## config.mk

```make
export PLATFORM = sky130hd
export DESIGN_NAME = mcuex_core
export DESIGN_NICKNAME = d
export VERILOG_FILES = /design/src/mcuex_pkg.sv /design/src/mcuex_core.sv
export VERILOG_INCLUDE_DIRS = /design/src
export SDC_FILE = /design/constraint.sdc
export NUM_CORES = 1
export LEC_CHECK = 0
export BUFFER_PORTS_ARGS = -buffer_cell sky130_fd_sc_hd__buf_2
export CAP_MARGIN = 20
export CELL_PAD_IN_SITES_DETAIL_PLACEMENT = 0
export CELL_PAD_IN_SITES_GLOBAL_PLACEMENT = 2
export CORE_ASPECT_RATIO = 1.5
export CORE_MARGIN = 5
export CORE_UTILIZATION = 38
export CTS_CLUSTER_DIAMETER = 50
export CTS_CLUSTER_SIZE = 16
export DETAILED_ROUTE_END_ITERATION = 6
export GPL_TIMING_DRIVEN = 0
export MAX_ROUTING_LAYER = met4
export PLACE_DENSITY = 0.9
export SETUP_SLACK_MARGIN = 0.4
export SLEW_MARGIN = 20
export SYNTH_ARGS = -nofsm -noshare
export SYNTH_HDL_FRONTEND = slang
export SYNTH_SLANG_ARGS = --single-unit
```

## constraint.sdc

```tcl
create_clock -name mclk -period 13.6 [get_ports mclk]
set_input_delay 1.36 -clock mclk [delete_from_list [all_inputs] [get_ports mclk]]
set_output_delay 1.36 -clock mclk [all_outputs]
set_load 0.02 [all_outputs]
```

## src/mcuex_defs.svh

```systemverilog
// Purpose: constants for the execution-timing and flag datapath block
// Assumes: included by bare name
// Notes:   lengths in bytes, durations in core cycles
`ifndef MCUEX_DEFS_SVH
`define MCUEX_DEFS_SVH
`define MCUEX_LEN_1      3'h1
`define MCUEX_LEN_2      3'h2
`define MCUEX_LEN_3      3'h3
`define MCUEX_CYC_1      4'h1
`define MCUEX_CYC_3      4'h3
`define MCUEX_CYC_4      4'h4
`define MCUEX_CYC_9      4'h9
`define MCUEX_BIT_C      7
`define MCUEX_BIT_HALF   6
`define MCUEX_BIT_OVFL   2
`define MCUEX_BYTE_MAX   16'h00FF
`define MCUEX_ZERO8      8'h00
`endif

```

## src/mcuex_pkg.sv

```systemverilog
// Purpose: types for the execution-timing and flag datapath block
// Assumes: nothing
// Notes:   operation codes are this block's own encoding
package mcuex_pkg;
  typedef enum logic [4:0] {
    MCUEX_OP_NOP        = 5'h00,
    MCUEX_OP_JMP_IND    = 5'h01,
    MCUEX_OP_ABS_CALL   = 5'h02,
    MCUEX_OP_ABS_JUMP   = 5'h03,
    MCUEX_OP_SHORT_JUMP = 5'h04,
    MCUEX_OP_JC         = 5'h05,
    MCUEX_OP_JNC        = 5'h06,
    MCUEX_OP_JZ         = 5'h07,
    MCUEX_OP_JNZ        = 5'h08,
    MCUEX_OP_DEC_BR_REG = 5'h09,
    MCUEX_OP_LONG_JUMP  = 5'h0A,
    MCUEX_OP_LONG_CALL  = 5'h0B,
    MCUEX_OP_JB         = 5'h0C,
    MCUEX_OP_JNB        = 5'h0D,
    MCUEX_OP_BIT_CLR_BR = 5'h0E,
    MCUEX_OP_CMP_BR_NE  = 5'h0F,
    MCUEX_OP_DEC_BR_DIR = 5'h10,
    MCUEX_OP_INT_RETURN = 5'h11,
    MCUEX_OP_ADD        = 5'h12,
    MCUEX_OP_ADD_CARRY  = 5'h13,
    MCUEX_OP_SUB_BORROW = 5'h14,
    MCUEX_OP_MUL        = 5'h15,
    MCUEX_OP_DIV        = 5'h16,
    MCUEX_OP_PORT_RD    = 5'h17,
    MCUEX_OP_PORT_RMW   = 5'h18,
    MCUEX_OP_BIT_WR     = 5'h19
  } mcuex_op_t;

  // request from the sequencer
  typedef struct packed {
    mcuex_op_t  op;
    logic [7:0] acc;
    logic [7:0] src;
    logic [7:0] breg;
    logic [7:0] cmp;
    logic [2:0] bit_sel;
    logic       bit_val;
    logic [7:0] rmw_data;
  } mcuex_req_t;

  // psw flags touched here
  typedef struct packed {
    logic c;
    logic half_carry;
    logic overflow;
  } mcuex_flags_t;

  // result of one instruction
  typedef struct packed {
    logic [7:0]   acc;
    logic [7:0]   breg;
    logic [7:0]   port_wr;
    logic         port_we;
    logic         taken;
    logic [2:0]   len;
    logic [3:0]   cycles;
    mcuex_flags_t flags;
  } mcuex_rsp_t;

  typedef enum logic [2:0] {
    MCUEX_ST_IDLE = 3'b001,
    MCUEX_ST_BUSY = 3'b010,
    MCUEX_ST_DONE = 3'b100
  } mcuex_state_t;
endpackage : mcuex_pkg

```

## src/mcuex_core.sv

```systemverilog
// Purpose: instruction length, cycle timing, arithmetic flags, mul/div and
//          port latch versus pin selection
// Assumes: a request is offered with start while ready is high; pins come
//          from outside the clock domain
// Notes:   results are held in registers until the next instruction ends
// How it works
// RQ1 - indirect jump via accumulator plus data pointer: one byte, three cycles
// RQ2 - absolute call and absolute jump: two bytes, three cycles
// RQ3 - short jump and carry/zero branches: two bytes, three cycles
// RQ4 - nonzero branch and register decrement branch: two bytes, three cycles
// RQ5 - long jump and long call: three bytes, four cycles
// RQ6 - direct bit branches: three bytes, four cycles; set-branch clears bit
// RQ7 - all compare branches and direct decrement branch: three bytes, four
// RQ8 - interrupt return: one byte, four cycles
// RQ9 - port read-modify-write reads the output latch, not the pin
// RQ10 - plain port bit input samples the pin level
// RQ11 - bit writes read whole latch, change one bit, write byte back
// RQ12 - add: carry from bit 7, half-carry from bit 3
// RQ13 - add overflow: carry out of exactly one of bits 6 and 7
// RQ14 - add with carry: adds carry in, flags as plain add
// RQ15 - subtract with borrow: borrow of bit 7 to carry, bit 3 to half-carry
// RQ16 - subtract overflow: borrow for exactly one of bits 6 and 7
// RQ17 - multiply: product low byte to accumulator, high byte to b
// RQ18 - multiply clears carry, overflow set when product exceeds 255
// RQ19 - divide: quotient to accumulator, remainder to b
// RQ20 - divide clears carry and overflow; zero divisor sets overflow
// RQ21 - each instruction lasts exactly its listed cycles before the next; the core ends it after them but takes the next one cycle later
`include "mcuex_defs.svh"
module mcuex_core (
  input  wire logic              mclk,
  input  wire logic              sys_rst,
  input  wire logic              start,
  input  mcuex_pkg::mcuex_req_t  req,
  input  mcuex_pkg::mcuex_flags_t flags_in,
  input  wire logic [7:0]        port_pins,
  output logic                   ready,
  output logic                   done,
  output mcuex_pkg::mcuex_rsp_t  rsp,
  output logic [7:0]             port_latch
);
  mcuex_pkg::mcuex_state_t state_r;
  mcuex_pkg::mcuex_req_t   req_r;
  logic [3:0]              cnt_r;
  logic [7:0]              pin_s1_r;
  logic [7:0]              pin_s2_r;
  logic [7:0]              pin_s3_r;
  logic [7:0]              pin_stable_r;
  logic [2:0]              len_nxt;
  logic [3:0]              cyc_nxt;
  mcuex_pkg::mcuex_rsp_t   rsp_nxt;
  logic [8:0]              sum9;
  logic [7:0]              sum7;
  logic [4:0]              sum4;
  logic                    c6;
  logic                    cin;
  logic [15:0]             prod;
  logic [7:0]              quo;
  logic [7:0]              rem;
  logic [7:0]              rmw_byte;

  // three-stage pin synchroniser; accept a change once stages two and
  // three agree, so a glitch shorter than a cycle never reaches a port
  // read
  always_ff @(posedge mclk or posedge sys_rst) begin
    if (sys_rst) begin
      pin_s1_r <= `MCUEX_ZERO8;
      pin_s2_r <= `MCUEX_ZERO8;
      pin_s3_r <= `MCUEX_ZERO8;
    end else begin
      pin_s1_r <= port_pins;
      pin_s2_r <= pin_s1_r;
      pin_s3_r <= pin_s2_r;
    end
  end

  always_ff @(posedge mclk or posedge sys_rst) begin
    if (sys_rst) begin
      pin_stable_r <= `MCUEX_ZERO8;
    end else if (pin_s2_r == pin_s3_r) begin
      pin_stable_r <= pin_s3_r;
    end
  end

  // length and duration table
  always_comb begin
    len_nxt = `MCUEX_LEN_1;
    cyc_nxt = `MCUEX_CYC_1;
    case (req_r.op)
      mcuex_pkg::MCUEX_OP_JMP_IND: begin
        len_nxt = `MCUEX_LEN_1;  // [RQ1]
        cyc_nxt = `MCUEX_CYC_3;  // [RQ1]
      end
      mcuex_pkg::MCUEX_OP_ABS_CALL,
      mcuex_pkg::MCUEX_OP_ABS_JUMP: begin
        len_nxt = `MCUEX_LEN_2;  // [RQ2]
        cyc_nxt = `MCUEX_CYC_3;  // [RQ2]
      end
      mcuex_pkg::MCUEX_OP_SHORT_JUMP,
      mcuex_pkg::MCUEX_OP_JC,
      mcuex_pkg::MCUEX_OP_JNC,
      mcuex_pkg::MCUEX_OP_JZ: begin
        len_nxt = `MCUEX_LEN_2;  // [RQ3]
        cyc_nxt = `MCUEX_CYC_3;  // [RQ3]
      end
      mcuex_pkg::MCUEX_OP_JNZ,
      mcuex_pkg::MCUEX_OP_DEC_BR_REG: begin
        len_nxt = `MCUEX_LEN_2;  // [RQ4]
        cyc_nxt = `MCUEX_CYC_3;  // [RQ4]
      end
      mcuex_pkg::MCUEX_OP_LONG_JUMP,
      mcuex_pkg::MCUEX_OP_LONG_CALL: begin
        len_nxt = `MCUEX_LEN_3;  // [RQ5]
        cyc_nxt = `MCUEX_CYC_4;  // [RQ5]
      end
      mcuex_pkg::MCUEX_OP_JB,
      mcuex_pkg::MCUEX_OP_JNB,
      mcuex_pkg::MCUEX_OP_BIT_CLR_BR: begin
        len_nxt = `MCUEX_LEN_3;  // [RQ6]
        cyc_nxt = `MCUEX_CYC_4;  // [RQ6]
      end
      mcuex_pkg::MCUEX_OP_CMP_BR_NE,
      mcuex_pkg::MCUEX_OP_DEC_BR_DIR: begin
        len_nxt = `MCUEX_LEN_3;  // [RQ7]
        cyc_nxt = `MCUEX_CYC_4;  // [RQ7]
      end
      mcuex_pkg::MCUEX_OP_INT_RETURN: begin
        len_nxt = `MCUEX_LEN_1;  // [RQ8]
        cyc_nxt = `MCUEX_CYC_4;  // [RQ8]
      end
      // multiply and divide run the long nine-cycle slot
      mcuex_pkg::MCUEX_OP_MUL,
      mcuex_pkg::MCUEX_OP_DIV: begin
        len_nxt = `MCUEX_LEN_1;
        cyc_nxt = `MCUEX_CYC_9;
      end
      default: begin
        len_nxt = `MCUEX_LEN_1;
        cyc_nxt = `MCUEX_CYC_1;
      end
    endcase
  end

  // arithmetic helpers
  always_comb begin
    sum9 = 9'h000;
    sum7 = 8'h00;
    sum4 = 5'h00;
    // carry flag feeds in only for the carry and borrow forms
    cin  = flags_in.c
           && (req_r.op == mcuex_pkg::MCUEX_OP_ADD_CARRY
               || req_r.op == mcuex_pkg::MCUEX_OP_SUB_BORROW);    // [RQ14]
    if (req_r.op == mcuex_pkg::MCUEX_OP_SUB_BORROW) begin
      // borrow shows up as bit above the field
      sum9 = {1'b0, req_r.acc} - {1'b0, req_r.src}
             - {8'h00, cin};                                       // [RQ15]
      sum7 = {1'b0, req_r.acc[6:0]} - {1'b0, req_r.src[6:0]}
             - {7'h00, cin};                                       // [RQ16]
      sum4 = {1'b0, req_r.acc[3:0]} - {1'b0, req_r.src[3:0]}
             - {4'h0, cin};                                        // [RQ15]
    end else begin
      // carry out of each field shows up as the bit above it
      sum9 = {1'b0, req_r.acc} + {1'b0, req_r.src}
             + {8'h00, cin};                                       // [RQ12]
      sum7 = {1'b0, req_r.acc[6:0]} + {1'b0, req_r.src[6:0]}
             + {7'h00, cin};                                       // [RQ13]
      sum4 = {1'b0, req_r.acc[3:0]} + {1'b0, req_r.src[3:0]}
             + {4'h0, cin};                                        // [RQ12]
    end
    c6   = sum7[7];
    // operands widened so the full 16-bit product is formed
    prod = {8'h00, req_r.acc} * {8'h00, req_r.breg};               // [RQ17]
    quo  = (req_r.breg == `MCUEX_ZERO8) ? `MCUEX_ZERO8
                                        : req_r.acc / req_r.breg;  // [RQ19]
    rem  = (req_r.breg == `MCUEX_ZERO8) ? `MCUEX_ZERO8
                                        : req_r.acc % req_r.breg;  // [RQ19]
  end

  // read-modify-write source is always the latch, never the pins
  always_comb begin
    rmw_byte = port_latch;                                         // [RQ9]
    rmw_byte[req_r.bit_sel] = req_r.bit_val;                       // [RQ11]
  end

  // result of the held instruction
  always_comb begin
    rsp_nxt         = rsp;
    rsp_nxt.len     = len_nxt;
    rsp_nxt.cycles  = cyc_nxt;
    rsp_nxt.taken   = 1'b0;
    rsp_nxt.port_we = 1'b0;
    rsp_nxt.port_wr = port_latch;
    rsp_nxt.acc     = req_r.acc;
    rsp_nxt.breg    = req_r.breg;
    rsp_nxt.flags   = flags_in;
    case (req_r.op)
      mcuex_pkg::MCUEX_OP_JMP_IND, mcuex_pkg::MCUEX_OP_ABS_CALL,
      mcuex_pkg::MCUEX_OP_ABS_JUMP, mcuex_pkg::MCUEX_OP_SHORT_JUMP,
      mcuex_pkg::MCUEX_OP_LONG_JUMP, mcuex_pkg::MCUEX_OP_LONG_CALL,
      mcuex_pkg::MCUEX_OP_INT_RETURN: begin
        rsp_nxt.taken = 1'b1;
      end
      mcuex_pkg::MCUEX_OP_JC:  rsp_nxt.taken = flags_in.c;         // [RQ3]
      mcuex_pkg::MCUEX_OP_JNC: rsp_nxt.taken = !flags_in.c;        // [RQ3]
      mcuex_pkg::MCUEX_OP_JZ: begin
        rsp_nxt.taken = (req_r.acc == `MCUEX_ZERO8);               // [RQ3]
      end
      mcuex_pkg::MCUEX_OP_JNZ: begin
        rsp_nxt.taken = (req_r.acc != `MCUEX_ZERO8);               // [RQ4]
      end
      mcuex_pkg::MCUEX_OP_DEC_BR_REG, mcuex_pkg::MCUEX_OP_DEC_BR_DIR: begin
        // src holds the count; branch while the decremented count is nonzero
        rsp_nxt.acc   = req_r.src - 8'h01;
        rsp_nxt.taken = (req_r.src != 8'h01);                      // [RQ4]
      end
      mcuex_pkg::MCUEX_OP_JB: rsp_nxt.taken = req_r.bit_val;       // [RQ6]
      mcuex_pkg::MCUEX_OP_JNB: rsp_nxt.taken = !req_r.bit_val;     // [RQ6]
      mcuex_pkg::MCUEX_OP_BIT_CLR_BR: begin
        // latch bit is cleared only when the branch is taken
        rsp_nxt.taken = req_r.bit_val;                             // [RQ6]
        if (req_r.bit_val) begin
          rsp_nxt.port_wr = port_latch;                            // [RQ9]
          rsp_nxt.port_wr[req_r.bit_sel] = 1'b0;                   // [RQ6]
          rsp_nxt.port_we = 1'b1;
        end
      end
      mcuex_pkg::MCUEX_OP_CMP_BR_NE: begin
        // carry set when the source exceeds the destination
        rsp_nxt.taken   = (req_r.cmp != req_r.src);                // [RQ7]
        rsp_nxt.flags.c = (req_r.cmp < req_r.src);
      end
      mcuex_pkg::MCUEX_OP_ADD, mcuex_pkg::MCUEX_OP_ADD_CARRY: begin
        rsp_nxt.acc              = sum9[7:0];                      // [RQ12]
        rsp_nxt.flags.c          = sum9[8];                        // [RQ12]
        rsp_nxt.flags.half_carry = sum4[4];                        // [RQ12]
        rsp_nxt.flags.overflow   = sum9[8] ^ c6;                   // [RQ13]
      end
      mcuex_pkg::MCUEX_OP_SUB_BORROW: begin
        rsp_nxt.acc              = sum9[7:0];                      // [RQ15]
        rsp_nxt.flags.c          = sum9[8];                        // [RQ15]
        rsp_nxt.flags.half_carry = sum4[4];                        // [RQ15]
        rsp_nxt.flags.overflow   = sum9[8] ^ c6;                   // [RQ16]
      end
      mcuex_pkg::MCUEX_OP_MUL: begin
        rsp_nxt.acc              = prod[7:0];                      // [RQ17]
        rsp_nxt.breg             = prod[15:8];                     // [RQ17]
        rsp_nxt.flags.c          = 1'b0;                           // [RQ18]
        rsp_nxt.flags.overflow   = (prod > `MCUEX_BYTE_MAX);       // [RQ18]
      end
      mcuex_pkg::MCUEX_OP_DIV: begin
        // zero divisor: results undefined, zeros are returned
        rsp_nxt.acc              = quo;                            // [RQ19]
        rsp_nxt.breg             = rem;                            // [RQ19]
        rsp_nxt.flags.c          = 1'b0;                           // [RQ20]
        rsp_nxt.flags.overflow   = (req_r.breg == `MCUEX_ZERO8);   // [RQ20]
      end
      mcuex_pkg::MCUEX_OP_PORT_RD: begin
        // plain input reads the synchronised pins, never the latch
        rsp_nxt.acc = pin_stable_r;                                // [RQ10]
        rsp_nxt.flags.c = pin_stable_r[req_r.bit_sel];             // [RQ10]
      end
      mcuex_pkg::MCUEX_OP_PORT_RMW: begin
        rsp_nxt.acc     = port_latch;                              // [RQ9]
        rsp_nxt.port_wr = req_r.rmw_data;
        rsp_nxt.port_we = 1'b1;
      end
      mcuex_pkg::MCUEX_OP_BIT_WR: begin
        rsp_nxt.port_wr = rmw_byte;                                // [RQ11]
        rsp_nxt.port_we = 1'b1;
      end
      default: begin
        rsp_nxt.taken = 1'b0;
      end
    endcase
  end

  // sequencer: counts the instruction out to its exact duration
  always_ff @(posedge mclk or posedge sys_rst) begin
    if (sys_rst) begin
      state_r <= mcuex_pkg::MCUEX_ST_IDLE;
      cnt_r   <= 4'h0;
      req_r   <= '0;
    end else begin
      case (state_r)
        mcuex_pkg::MCUEX_ST_IDLE, mcuex_pkg::MCUEX_ST_DONE: begin
          if (start) begin
            req_r   <= req;
            cnt_r   <= `MCUEX_CYC_1;
            state_r <= mcuex_pkg::MCUEX_ST_BUSY;
          end else begin
            state_r <= mcuex_pkg::MCUEX_ST_IDLE;
          end
        end
        mcuex_pkg::MCUEX_ST_BUSY: begin
          // cnt runs 1..cycles; the edge that sees the last count ends it
          if (cnt_r >= cyc_nxt) begin
            state_r <= mcuex_pkg::MCUEX_ST_DONE;                   // [RQ21]
          end else begin
            cnt_r <= cnt_r + 4'h1;                                 // [RQ21]
          end
        end
        default: state_r <= mcuex_pkg::MCUEX_ST_IDLE;
      endcase
    end
  end

  // outputs registered when the instruction completes
  always_ff @(posedge mclk or posedge sys_rst) begin
    if (sys_rst) begin
      done <= 1'b0;
      rsp  <= '0;
    end else begin
      done <= 1'b0;
      if (state_r == mcuex_pkg::MCUEX_ST_BUSY && cnt_r >= cyc_nxt) begin
        done <= 1'b1;                                              // [RQ21]
        rsp  <= rsp_nxt;
      end
    end
  end

  always_ff @(posedge mclk or posedge sys_rst) begin
    if (sys_rst) begin
      port_latch <= `MCUEX_ZERO8;
    end else if (state_r == mcuex_pkg::MCUEX_ST_BUSY && cnt_r >= cyc_nxt
                 && rsp_nxt.port_we) begin
      // written only on the completing edge, from the latch-based byte or, for a port update, from rmw_data
      port_latch <= rsp_nxt.port_wr;                               // [RQ11]
    end
  end

  always_ff @(posedge mclk or posedge sys_rst) begin
    if (sys_rst) begin
      ready <= 1'b0;
    end else begin
      ready <= !(state_r == mcuex_pkg::MCUEX_ST_BUSY)
               || (cnt_r >= cyc_nxt);
      // drop at once on a take so a second request cannot slip in
      if (start && ready) begin
        ready <= 1'b0;
      end
    end
  end
endmodule : mcuex_core

```

======== After elaboration in Yosys (flattened, before gate mapping) ========
Memories as Yosys holds them, arrays and structs flattened.
Cells that the tools add are included.
cells by class
  div/mod/pow operators ................... 2
  equal/unequal tests ..................... 34
  magnitude comparators ................... 5
  add/subtract/negate cells ............... 14
  $mul .................................... 1
  reduce and logical (&&, ||, !) cells .... 22
  mux-type cells .......................... 26
  bitwise operators ....................... 3
operator list
  operator                                                        count
  == test 5 bit, second input constant                            10
  one-hot mux 8 bit (6 select lines)                              1
  == test 5 x 4 -> 1 bit, second input constant                   8
  one-hot mux 9 bit (3 select lines)                              1
  two-way mux 8 bit                                               3
  == test 5 x 3 -> 1 bit, second input constant                   4
  two-way mux 9 bit                                               2
  greater-than comparator 16 x 8 -> 1 bit, second input constant  1
  zero test 8 bit                                                 2
  multiplier 8 x 8 -> 16 bit                                      1
  one-hot mux 8 bit (2 select lines)                              1
  == test 5 x 2 -> 1 bit, second input constant                   2
  adder 8 x 8 -> 9 bit                                            1
  adder 9 x 1 -> 9 bit                                            1
  one-hot mux 1 bit (9 select lines)                              1
  subtractor 8 x 8 -> 9 bit                                       1
  subtractor 9 x 1 -> 9 bit                                       1
  adder 7 x 7 -> 8 bit                                            1
  adder 8 x 1 -> 8 bit                                            1
  AND 8 bit                                                       1
  bitwise mux 8 bit                                               1
  divider 8 x 8 -> 8 bit                                          1
  == test 8 bit                                                   1
  less-than comparator 8 bit                                      1
  other kinds (43)                                                59
word-level totals
  logic and storage cells ................. 135
  memories ................................ 1
  input port bits ......................... 63
  output and inout bits ................... 46
  bits in read-only memories .............. 192
  register bits after elaboration ......... 134
memory list
  memory            words  width  rd ports  clocked after memory_dff  write ports  line              text
  (name not given)  32     6      1         0                         0            mcuex_core.sv:88  case (req_r.op)

======== Logic depth before layout (Yosys ltp) ========
Gate-level depths: netlist of the first run.
  depth after elaboration ................. 9
  gate-level depth with buffers ........... 49
  depth with buffers taken out ............ 47

======== Worst setup path before layout of the first run ========
No wires, ideal clock.
  path type ............................... reg-to-reg
  start point ............................. reg req_r[25] in the netlist's numbering
  end point ............................... reg rsp[25] in the netlist's numbering
  arrival time ............................ 11.217 ns
  stages on the path, launching flop included .. 49
  setup time .............................. 0.082 ns
  buffers on the path ..................... 2
  slack ................................... 2.301 ns
  period minus slack after synthesis ...... 11.299 ns
  data required time ...................... 13.518 ns
  cell sequence ........................... dfrtp_1 -> buf_6 -> or4_4 -> nor2_1 -> a21oi_1 -> a21oi_1 -> ha_1 -> or4b_1 -> a311oi_2 -> nor3_1 -> ha_1 -> and3_1 -> a31o_2 -> o21ai_0 -> a21boi_0 -> ha_1 -> o211a_1 -> o211a_1 -> [... 13 more ...] -> a41oi_1 -> or3_1 -> o21ai_0 -> ha_1 -> nor3_1 -> a211oi_1 -> a41oi_1 -> nor2_1 -> buf_2 -> mux2_2 -> ha_1 -> o21ai_0 -> a21oi_1 -> o311a_1 -> o21a_1 -> nor3_1 -> o21ai_0 -> a31oi_1
on the way
  cells in the longest elaborated chain, start to end .. 3
  elaborated cells on any way between the ends .. 5
  classes of those cells .................. 1 x mul; 1 x div; 2 x mux; 1 x reduce/logical
RTL lines
  what                                                              line               text
  start, declared                                                   mcuex_core.sv:42   mcuex_pkg::mcuex_req_t req_r;
  start signal, assigned                                            mcuex_core.sv:286  req_r <= req;
  remainder unit 8 x 8 -> 8 bit or zero test 8 bit (tied branches)  --
  two-way mux 8 bit                                                 mcuex_core.sv:174  rem = (req_r.breg == `MCUEX_ZERO8) ? `MCUEX_ZERO8
  one-hot mux 8 bit (2 select lines) (*)                            mcuex_core.sv:195  case (req_r.op)
  end signal, assigned                                              mcuex_core.sv:315  rsp <= rsp_nxt;
  end, declared                                                     mcuex_core.sv:38   output mcuex_pkg::mcuex_rsp_t rsp,
Mark *: on every way between the ends. The rest lies on a longest branch, timed or not.
A chain may end at the register's enable or synchronous reset.

======== Final worst setup path of the first run ========
  start point ............................. reg req_r[27] in the netlist's numbering
  end point ............................... reg rsp[26] in the netlist's numbering
The elaborated chain is that of the path after synthesis.

==> reports/metrics.yaml, run 1 <==
syn_inst: 1249
status: "completed"
core_area_um2: 29400
crit_fanout: 10
cts_tree: "yes"
cp-endpoint: "rsp[26]$_DFFE_PP0P_"
setup_viol: 0
cp_num_buf_inv: 4
max_slew_margin_pct: 38.1
r2r_start: "req_r[27]$_DFFE_PP0P_"
worst_path_max_delay_cell: "or4_4"
synth_edf_count: 0
ys_seq_area_share_pct: 29.6
place_congestion: 0.957
synthesis.nets: 1470
grt_max_degree: 101
nets: 1603
cts.sinks: 133
netlist.top_cell.by_area: "dfrtp_1"
multi_input_area_um2: 7390
clockBufferDepth: 2
synth.most_common_cell: "dfrtp_1"
hp-class: "reg2reg"
dp_hpwl_um: 30800
firstDrtPassIters: 5
die_h_um: 221
finalHoldViolCount: 0
startpoint: "req_r[27]$_DFFE_PP0P_"
dieArea_um2: 33300
portBuffers: 107
crit_cells: 47
dpl_cell_area_um2: 12300
drt-total-wl_um: 38900
io_pins: 109
numCtsBuffers: 17
synth_common_cells: "dfrtp_1 (132), nand2_1 (124), ha_1 (117)"
tightest_slew_ns: 0.920
slowest_delay_ns: 0.64
h-tree-depth: 4
worstSkewPairLatency_ns: 0.44
nFillCells: 2932
async_flop_share_pct: 100
critPathArrivalTime_ns: 12.96
path_common_cell: "ha_1"
yosys_warnings: 0
drive_above_1_share_pct: 17.0
max-cap-violations: 0
drv_slew: 0
end_kind: "flop"
antenna_found_initial: 0
cp.required_ns: 13.97
avgRoutedWirePerCell_um: 21.8
clock_skew_ns: 0.00966
utilization_pct: 44.3
ys.flop_type: "dfrtp_1"
grt.overflow.total: 0
hold_ws_ns: 0.349
final_cell_area_um2: 13000
cpLargestDelayFamily: "compound AO/OA/AOI/OAI gates"
cts_hold_buf: 0
synth_cell_types: 84
grt_pass1_vias: 10400
synth_top_area_share_pct: 29.3
yosys-top-cells-area: "dfrtp_1 (29%), ha_1 (13%), fa_1 (7.3%)"
clkTransAtPathRegs_ns: 0.06
worstSetupStartpointType: "flop"
first_iter_violations: 669
syn2layout_area_growth_pct: 15.5
rsz0062_at_grt: "no"
drc: 0
regArea_um2: 3330
post-route-period-util_pct: 92.6
fin_crit_ns: 12.60
cts_root_buf: "clkbuf_16"
timing.rr.end: "rsp[26]$_DFFE_PP0P_"
antenna_cells: 0
ant_nets: 0
grt_use_total_pct: 24.3
max_freq_mhz: 79.4
criticalPathCategory: "reg2reg"
yosys_register_bits: 133
start_util_pct: 38.3
r2r.worst_path.cells: 47
drt-vias-per-instance: 5.70
regToRegSetupSlack_ns: 1.00
fp.dieW_um: 151
syn_area_um2: 11300
synth.avg_cell_area_um2: 9.02
fp-row-count: 77
num_vias: 10200
grt_pass1_wl_um: 59900
## cell type report
| class | instances | share of cell area (%) |
|---|---|---|
| Multi-Input combinational cell | 962 | 56.8 |
| Clock inverter | 13 | 1.04 |
| Timing Repair Buffer | 114 | 4.67 |
| Sequential cell | 133 | 25.6 |
| Buffer | 51 | 1.75 |
| Inverter | 103 | 3.07 |
| Tap cell | 395 | 3.80 |
| Clock buffer | 17 | 3.27 |
## timing repair
| action | CTS | global route |
|---|---|---|
| setup buffers | 0 | 6 |
| pin swaps | 0 | 2 |
| gates resized for setup | 4 | 20 |
| cloned | 0 | 0 |
| endpoints found under the setup margin | 9 | 9 |
| hold endpoints to repair | 0 | 0 |
## routing by layer
metal	global-route usage [%]	wire length (µm)	up-vias
met5	-	0	-
li1	-	-	4743
met2	42.1	20100	355
met4	12.4	2140	0
met3	3.36	1880	113
met1	26.9	14700	4986
## cells by family after synthesis
family / after synthesis / share of synthesized area, %
AND/OR/NAND/NOR: 387 / 16.8
AO/OA/AOI/OAI: 322 / 19.8
adder cells (fa/ha/maj): 158 / 20.3
buffers and inverters: 154 / 5.43
flip-flops: 133 / 29.6
XOR/XNOR: 50 / 3.89
multiplexers: 44 / 4.29
other: 1 / 0.0333
## placed cells by master, fill, tap and decap left out, types with 17 or more instances in the layout
| cell | instances |
|---|---|
| o21ai_0 | 84 |
| clkbuf_16 | 17 |
| mux2_2 | 34 |
| nand2b_1 | 17 |
| xnor2_1 | 29 |
| ha_1 | 116 |
| xor2_1 | 21 |
| nand3_1 | 18 |
| inv_1 | 95 |
| buf_2 | 115 |
| clkbuf_1 | 37 |
| nand2_1 | 124 |
| fa_1 | 41 |
| a31oi_1 | 19 |
| dfrtp_1 | 131 |
| nor2_1 | 96 |
| nor3_1 | 32 |
| a21oi_1 | 55 |
## flip-flops by register name, summed over array words and instances (netlist names), 4 cells and up
name and cells:
req_r 49, rsp 35, pin_s1_r 8, pin_s2_r 8, pin_s3_r 8, pin_stable_r 8, port_latch 8, cnt_r 4
## worst min-delay path by stage
stage / depth (start not counted) / start / endpoint
finish: 0 / pin_s1_r[0]$_DFF_PP0_ / pin_s2_r[0]$_DFF_PP0_
global route: 0 / pin_s1_r[1]$_DFF_PP0_ / pin_s2_r[1]$_DFF_PP0_
CTS: 0 / pin_s1_r[2]$_DFF_PP0_ / pin_s2_r[2]$_DFF_PP0_
detailed placement: 0 / pin_s1_r[5]$_DFF_PP0_ / pin_s2_r[5]$_DFF_PP0_
global placement: 0 / pin_s1_r[5]$_DFF_PP0_ / pin_s2_r[5]$_DFF_PP0_
floorplan: 0 / pin_s1_r[0]$_DFF_PP0_ / pin_s2_r[0]$_DFF_PP0_
## stage by stage
step / setup WS (ns) / cells / setup TNS (ns)
after floorplan: 2.30 / 1249 / 0
after global placement: -0.315 / 1751 / -1.50
after detailed placement: -0.345 / 1752 / -1.84
after CTS: 0.411 / 1782 / 0
after global routing: 0.429 / 1788 / 0
final: 1.00 / 1788 / 0
Power of run 1 is not shown: default switching activity piles up to over one toggle a cycle in this logic, so the estimate is an artifact.
==> run 2, diff against run 1 <==
--- a/config.mk
+++ b/config.mk
@@ -6,19 +6,19 @@
 export SDC_FILE = /design/constraint.sdc
 export NUM_CORES = 1
 export LEC_CHECK = 0
+export ABC_AREA = 1
 export BUFFER_PORTS_ARGS = -buffer_cell sky130_fd_sc_hd__buf_2
 export CAP_MARGIN = 20
 export CELL_PAD_IN_SITES_DETAIL_PLACEMENT = 0
 export CELL_PAD_IN_SITES_GLOBAL_PLACEMENT = 2
 export CORE_ASPECT_RATIO = 1.5
-export CORE_MARGIN = 5
-export CORE_UTILIZATION = 38
+export CORE_UTILIZATION = 35
 export CTS_CLUSTER_DIAMETER = 50
 export CTS_CLUSTER_SIZE = 16
 export DETAILED_ROUTE_END_ITERATION = 6
 export GPL_TIMING_DRIVEN = 0
 export MAX_ROUTING_LAYER = met4
-export PLACE_DENSITY = 0.9
+export PLACE_DENSITY = 0.89
 export SETUP_SLACK_MARGIN = 0.4
 export SLEW_MARGIN = 20
 export SYNTH_ARGS = -nofsm -noshare
==> reports/metrics.yaml, run 2 <==
ant_nets: 0  # unchanged
drt-vias-per-instance: 5.07  # -11%
final_cell_area_um2: 13300  # +2.1%
finalHoldViolCount: 0  # unchanged
ys_seq_area_share_pct: 28.8  # -0.76 points
critPathArrivalTime_ns: 11.60  # -1.36 ns
grt_pass1_vias: 11000  # +5.8%
layout_common_cells: "nand2_1 (417), inv_1 (237), dfrtp_1 (132)"
drv_slew: 0  # unchanged
cts_resized: 0  # -4
async_flop_share_pct: 100  # unchanged
clock_skew_ns: 0.0102  # +0.000556 ns
largest_register: "req_r"
cts_root_buf: "clkbuf_16"
drt-total-wl_um: 39000  # +0.31%
utilization_pct: 40.8  # -3.5 points
syn_inst: 1554  # +24%
hold_ws_ns: 0.343  # -0.00553 ns
grt_use_total_pct: 25.4  # +1.1 points
startpoint: "req_r[20]$_DFFE_PP0P_"
grt.overflow.total: 0  # unchanged
tightest_slew_ns: 0.914  # -0.00606 ns
core_area_um2: 32500  # +11%
slowest_delay_ns: 0.67  # +0.03 ns
dpl_cell_area_um2: 12700  # +2.6%
dp_hpwl_um: 31600  # +2.4%
syn2layout_area_growth_pct: 14.8
die_h_um: 225  # +1.7%
rsz0062_at_grt: "no"
synth.most_common_cell: "nand2_1"
numCtsBuffers: 17  # unchanged
dieArea_um2: 33800  # +1.6%
num_vias: 10700  # +4.9%
syn_area_um2: 11600  # +2.7%
h-tree-depth: 4  # unchanged
worstSkewPairLatency_ns: 0.46  # +0.02 ns
netlist.top_cell.by_area: "dfrtp_1"
ys.flop_type: "dfrtp_1"
grt_pass1_wl_um: 61700  # +3.0%
synth_edf_count: 0  # unchanged
largest_reg_flops: 49  # unchanged
start_util_pct: 35.5  # -2.8 points
avgRoutedWirePerCell_um: 18.5  # -15%
fin_tns_setup_ns: 0  # unchanged
fp-row-count: 81  # +5.2%
cpLargestDelayFamily: "simple AND/OR/NAND/NOR gates"
io_pins: 109  # unchanged
cts_hold_buf: 0  # unchanged
drc: 0  # unchanged
fin_crit_ns: 11.20  # -1.40 ns
crit_fanout: 11  # +1
worstSetupStartpointType: "flop"
r2r_start: "req_r[20]$_DFFE_PP0P_"
cts.sinks: 133  # unchanged
synthesis.nets: 1775  # +21%
antenna_found_initial: 1  # +1
max-cap-violations: 0  # unchanged
path_common_cell: "nand2_1"
place_congestion: 0.882  # -7.8%
yosys-top-cells-area: "dfrtp_1 (29%), nand2_1 (14%), ha_1 (13%)"
post-route-period-util_pct: 82.4  # -10 points
max_freq_mhz: 89.3  # +12%
timing.rr.end: "rsp[20]$_DFFE_PP0P_"
cts_tree: "yes"
criticalPathCategory: "reg2reg"
cp-endpoint: "rsp[20]$_DFFE_PP0P_"
r2r.worst_path.cells: 61  # +30%
synth_top_area_share_pct: 28.6  # -0.76 points
max_slew_margin_pct: 39.0  # +0.97 points
synth.avg_cell_area_um2: 7.44  # -17%
fp.dieW_um: 150  # -0.11%
nets: 1902  # +19%
firstDrtPassIters: 5  # unchanged
crit_cells: 61  # +30%
reg.largest.list: "req_r x49, rsp x35"
cts_setup_buffers: 0  # unchanged
status: "completed"
setup_viol: 0  # unchanged
hp-class: "reg2reg"
final_common_cell: "nand2_1"
regToRegSetupSlack_ns: 2.40  # +1.40 ns
synth_cell_types: 63  # -25%
grt_max_degree: 81  # -20%
clockBufferDepth: 2  # unchanged
clkTransAtPathRegs_ns: 0.07  # about the same
worst_path_max_delay_cell: "dfrtp_1"
synth_common_cells: "nand2_1 (417), inv_1 (238), dfrtp_1 (132)"
portBuffers: 107  # unchanged
first_iter_violations: 552  # -17%
yosys_register_bits: 133  # unchanged
cp.required_ns: 14.00  # +0.03 ns
nFillCells: 3385  # +15%
cp_num_buf_inv: 10  # +6
yosys_warnings: 0  # unchanged
drive_above_1_share_pct: 13.2  # -3.8 points
end_kind: "flop"
[run 2: worst min path at each step]
| stage | end | depth (start not counted) | from |
|---|---|---|---|
| 5_1_grt | pin_s2_r[6]$_DFF_PP0_ | 0 | pin_s1_r[6]$_DFF_PP0_ |
| 3_5_place_dp | pin_s2_r[6]$_DFF_PP0_ | 0 | pin_s1_r[6]$_DFF_PP0_ |
| 6_report | pin_s2_r[6]$_DFF_PP0_ | 0 | pin_s1_r[6]$_DFF_PP0_ |
| 3_3_place_gp | pin_s2_r[1]$_DFF_PP0_ | 0 | pin_s1_r[1]$_DFF_PP0_ |
| 4_1_cts | pin_s2_r[6]$_DFF_PP0_ | 0 | pin_s1_r[6]$_DFF_PP0_ |
| 2_1_floorplan | pin_s2_r[0]$_DFF_PP0_ | 0 | pin_s1_r[0]$_DFF_PP0_ |
[run 2: layout make-up]
cell class / count / area (µm²) / share of cell area [%]
clock buffer: 17 / 425 / 3.20
buffer: 42 / 218 / 1.64
antenna: 1 / 2.50 / 0.0188
sequential: 133 / 3330 / 25.1
timing repair buffer: 108 / 563 / 4.24
multi-input combinational: 1121 / 7040 / 53.0
inverter: 258 / 980 / 7.38
clock inverter: 15 / 199 / 1.50
tap: 415 / 519 / 3.91
[run 2: worst reg2reg max path: cells and delay by family, from the launching register on]
kind / cells / cell delay [ns]
compound gates: 12 / 2.54
simple gates: 31 / 4.05
buf+inv: 10 / 1.23
fa+ha+maj: 8 / 2.65
flops: 1 / 0.67
[run 2: cells by family (layout without fill, tap and decap cells)]
group,count (synthesis),in the layout,share of synthesized area (%)
buffers and inverters,300,440,10.3
other,1,2,0.0324
AND/OR/NAND/NOR,673,673,25.6
adder cells (fa/ha/maj),158,158,19.8
XOR/XNOR,39,39,2.95
flip-flops,133,133,28.8
multiplexers,2,2,0.195
AO/OA/AOI/OAI,248,248,12.4
[run 2: per-layer routing]
layer	share of wire, %	up-vias	global-route usage (%)
met5	0	-	-
met4	4.2	0	11.0
met3	3.5	78	3.06
met2	53	238	45.5
met1	39	5108	27.7
li1	-	5272	-
[run 2: per-stage QoR]
| step | cells | setup slack (ns) |
|---|---|---|
| 6_report | 2110 | 2.40 |
| 5_1_grt | 2110 | 1.20 |
| 4_1_cts | 2109 | 2.30 |
| 3_5_place_dp | 2077 | 2.35 |
| 3_3_place_gp | 2076 | 2.42 |
| 2_1_floorplan | 1554 | 4.63 |
Power of run 2 is left out for the same reason.
==> run 3, diff against run 2 <==
--- a/config.mk
+++ b/config.mk
@@ -12,13 +12,13 @@
 export CELL_PAD_IN_SITES_DETAIL_PLACEMENT = 0
 export CELL_PAD_IN_SITES_GLOBAL_PLACEMENT = 2
 export CORE_ASPECT_RATIO = 1.5
-export CORE_UTILIZATION = 35
+export CORE_UTILIZATION = 32
 export CTS_CLUSTER_DIAMETER = 50
 export CTS_CLUSTER_SIZE = 16
 export DETAILED_ROUTE_END_ITERATION = 6
 export GPL_TIMING_DRIVEN = 0
 export MAX_ROUTING_LAYER = met4
-export PLACE_DENSITY = 0.89
+export PLACE_DENSITY = 0.86
 export SETUP_SLACK_MARGIN = 0.4
 export SLEW_MARGIN = 20
 export SYNTH_ARGS = -nofsm -noshare
==> constraint.sdc (replaced) <==
create_clock -name mclk -period 9.82 [get_ports mclk]
set_input_delay 0.982 -clock mclk [delete_from_list [all_inputs] [get_ports mclk]]
set_output_delay 0.982 -clock mclk [all_outputs]
set_load 0.02 [all_outputs]
==> reports/metrics.yaml, run 3 (synthesis results as in run 2) <==
status: "completed"
reg.largest.list: "req_r x49, rsp x35"
r2r.worst_path.cells: 64  # +4.9%
worst_slack_ns: 0.805  # -1.60 ns
post-route-period-util_pct: 91.8  # +9.5 points
holdPathStages: 0  # unchanged
worstSetupStartpointType: "flop"
crit_fanout: 9  # -2
r2r_start: "req_r[20]$_DFFE_PP0P_"
grt_pass1_wl_um: 62100  # +0.57%
layout_common_cells: "nand2_1 (390), inv_1 (229), dfrtp_1 (130)"
firstDrtPassIters: 5  # unchanged
setup_viol: 0  # unchanged
path_common_cell: "nand2_2"
avgRoutedWirePerCell_um: 18.4  # -0.67%
antenna_found_initial: 0  # -1
slowest_delay_ns: 0.40  # -0.27 ns
tightest_slew_ns: 0.990  # +0.0760 ns
drive_above_1_share_pct: 20.7  # +7.5 points
clockBufferDepth: 2  # unchanged
grt_pass1_vias: 11000  # -0.0091%
worst_path_max_delay_cell: "dfrtp_2"
io_pins: 109  # unchanged
drc: 0  # unchanged
h-tree-depth: 4  # unchanged
drt-total-wl_um: 40500  # +3.7%
fp.dieW_um: 157  # +4.5%
end_kind: "flop"
finalHoldViolCount: 0  # unchanged
drv_slew: 0  # unchanged
fp-row-count: 84  # +3.7%
hp-class: "reg2reg"
hp-start: "pin_s1_r[0]$_DFF_PP0_"
max_slew_margin_pct: 34.0  # -5.1 points
drt-vias-per-instance: 4.92  # -2.9%
worstSkewPairLatency_ns: 0.45  # about the same
grt_max_degree: 79  # -2.5%
nets: 1938  # +1.9%
core_area_um2: 35300  # +8.5%
clkTransAtPathRegs_ns: 0.07  # about the same
cp.required_ns: 10.16  # -3.84 ns
cpLargestDelayFamily: "simple AND/OR/NAND/NOR gates"
ant_nets: 0  # unchanged
dp_hpwl_um: 32000  # +1.3%
critPathArrivalTime_ns: 9.36  # -2.24 ns
cts.sinks: 133  # unchanged
die_h_um: 235  # +4.5%
rsz0062_at_grt: "no"
max-cap-violations: 0  # unchanged
cts_root_buf: "clkbuf_16"
cts_hold_buf: 0  # unchanged
largest_register: "req_r"
max_freq_mhz: 111  # +24%
portBuffers: 107  # unchanged
numCtsBuffers: 17  # unchanged
final_common_cell: "nand2_1"
crit_cells: 64  # +4.9%
fin_crit_ns: 9.02  # -2.18 ns
first_iter_violations: 546  # -1.1%
grt_use_total_pct: 23.1  # -2.2 points
cts_tree: "yes"
start_util_pct: 32.7  # -2.8 points
startpoint: "req_r[20]$_DFFE_PP0P_"
fin_tns_setup_ns: 0  # unchanged
preCtsSetupSlack_ns: -1.28  # -3.62 ns
clock_skew_ns: 0.0128  # +0.00257 ns
dieArea_um2: 36900  # +9.3%
largest_reg_flops: 49  # unchanged
antenna_cells: 0  # -1
syn2layout_area_growth_pct: 22.8
criticalPathCategory: "reg2reg"
place_congestion: 0.910  # +3.2%
grt.overflow.total: 0  # unchanged
cp_num_buf_inv: 13  # +3
num_vias: 10800  # +1.4%
## run 3: cell types whose count changed in the layout (fill, tap and decap cells not counted), moves of 7 or more
cell        change
buf_4          +32
nand2_1        -27
nand2_2        +26
ha_1           -21
ha_4           +21
o21ai_0        -10
a21oi_1         -9
a21oi_2         +8
inv_1           -8
nand3_1         -8
clkinvlp_4      +7
## run 3: path summary, 6_finish.rpt
path,end,slack (ns)
hold reg to reg,pin_s2_r[0]$_DFF_PP0_,0.35
setup / recovery,rsp[26]$_DFFE_PP0P_,0.80
min in group asynchronous,ready$_DFF_PP0_,0.53
max in group asynchronous,state_r[0]$_DFFE_PP1P_,8.52
hold / removal,pin_s2_r[0]$_DFF_PP0_,0.35
setup reg to reg,rsp[26]$_DFFE_PP0P_,0.80
## run 3: timing repair
item                                   CTS  global route
endpoints found under the hold margin    0             0
gates resized for setup                 34            99
setup endpoints to repair                9             9
pin swaps                               16            56
gates cloned                             0             1
setup buffers                           17            18
## run 3: worst register-to-register path, delay by kind of cell, from the launching register on
family / cells / cell delay (ns)
flops: 1 / 0.40
buf+inv: 13 / 1.16
fa+ha+maj: 8 / 2.25
simple gates: 32 / 3.48
compound gates: 11 / 1.65
## run 3: final cells by class
class | instances | area [µm²]
Clock inverter | 15 | 134
Clock buffer | 17 | 425
Multi-Input combinational cell | 1122 | 7640
Buffer | 42 | 218
Fill cell | 3749 | 21100
Inverter | 258 | 1010
Sequential cell | 133 | 3330
Timing Repair Buffer | 143 | 846
Tap cell | 473 | 592
## run 3: stage by stage
step | area [µm²] | instances | hold WS, ns | utilization, %
2_1_floorplan | 11600 | 1554 | 0.331 | -
3_3_place_gp | 12700 | 2134 | 0.333 | 35.9
3_5_place_dp | 12700 | 2135 | 0.335 | 36.0
4_1_cts | 13600 | 2184 | 0.350 | 38.4
5_1_grt | 14200 | 2203 | 0.362 | 40.2
6_report | 14200 | 2203 | 0.350 | 40.2
## run 3: per-layer routing
metal	GRT usage [%]	up-vias	share of wire, %
li1	-	5334	-
met4	9.47	0	3.7
met1	24.8	5209	39
met3	2.75	67	3.3
met2	42.3	231	54
met5	-	-	0
Power of run 3 is left out for the same reason.
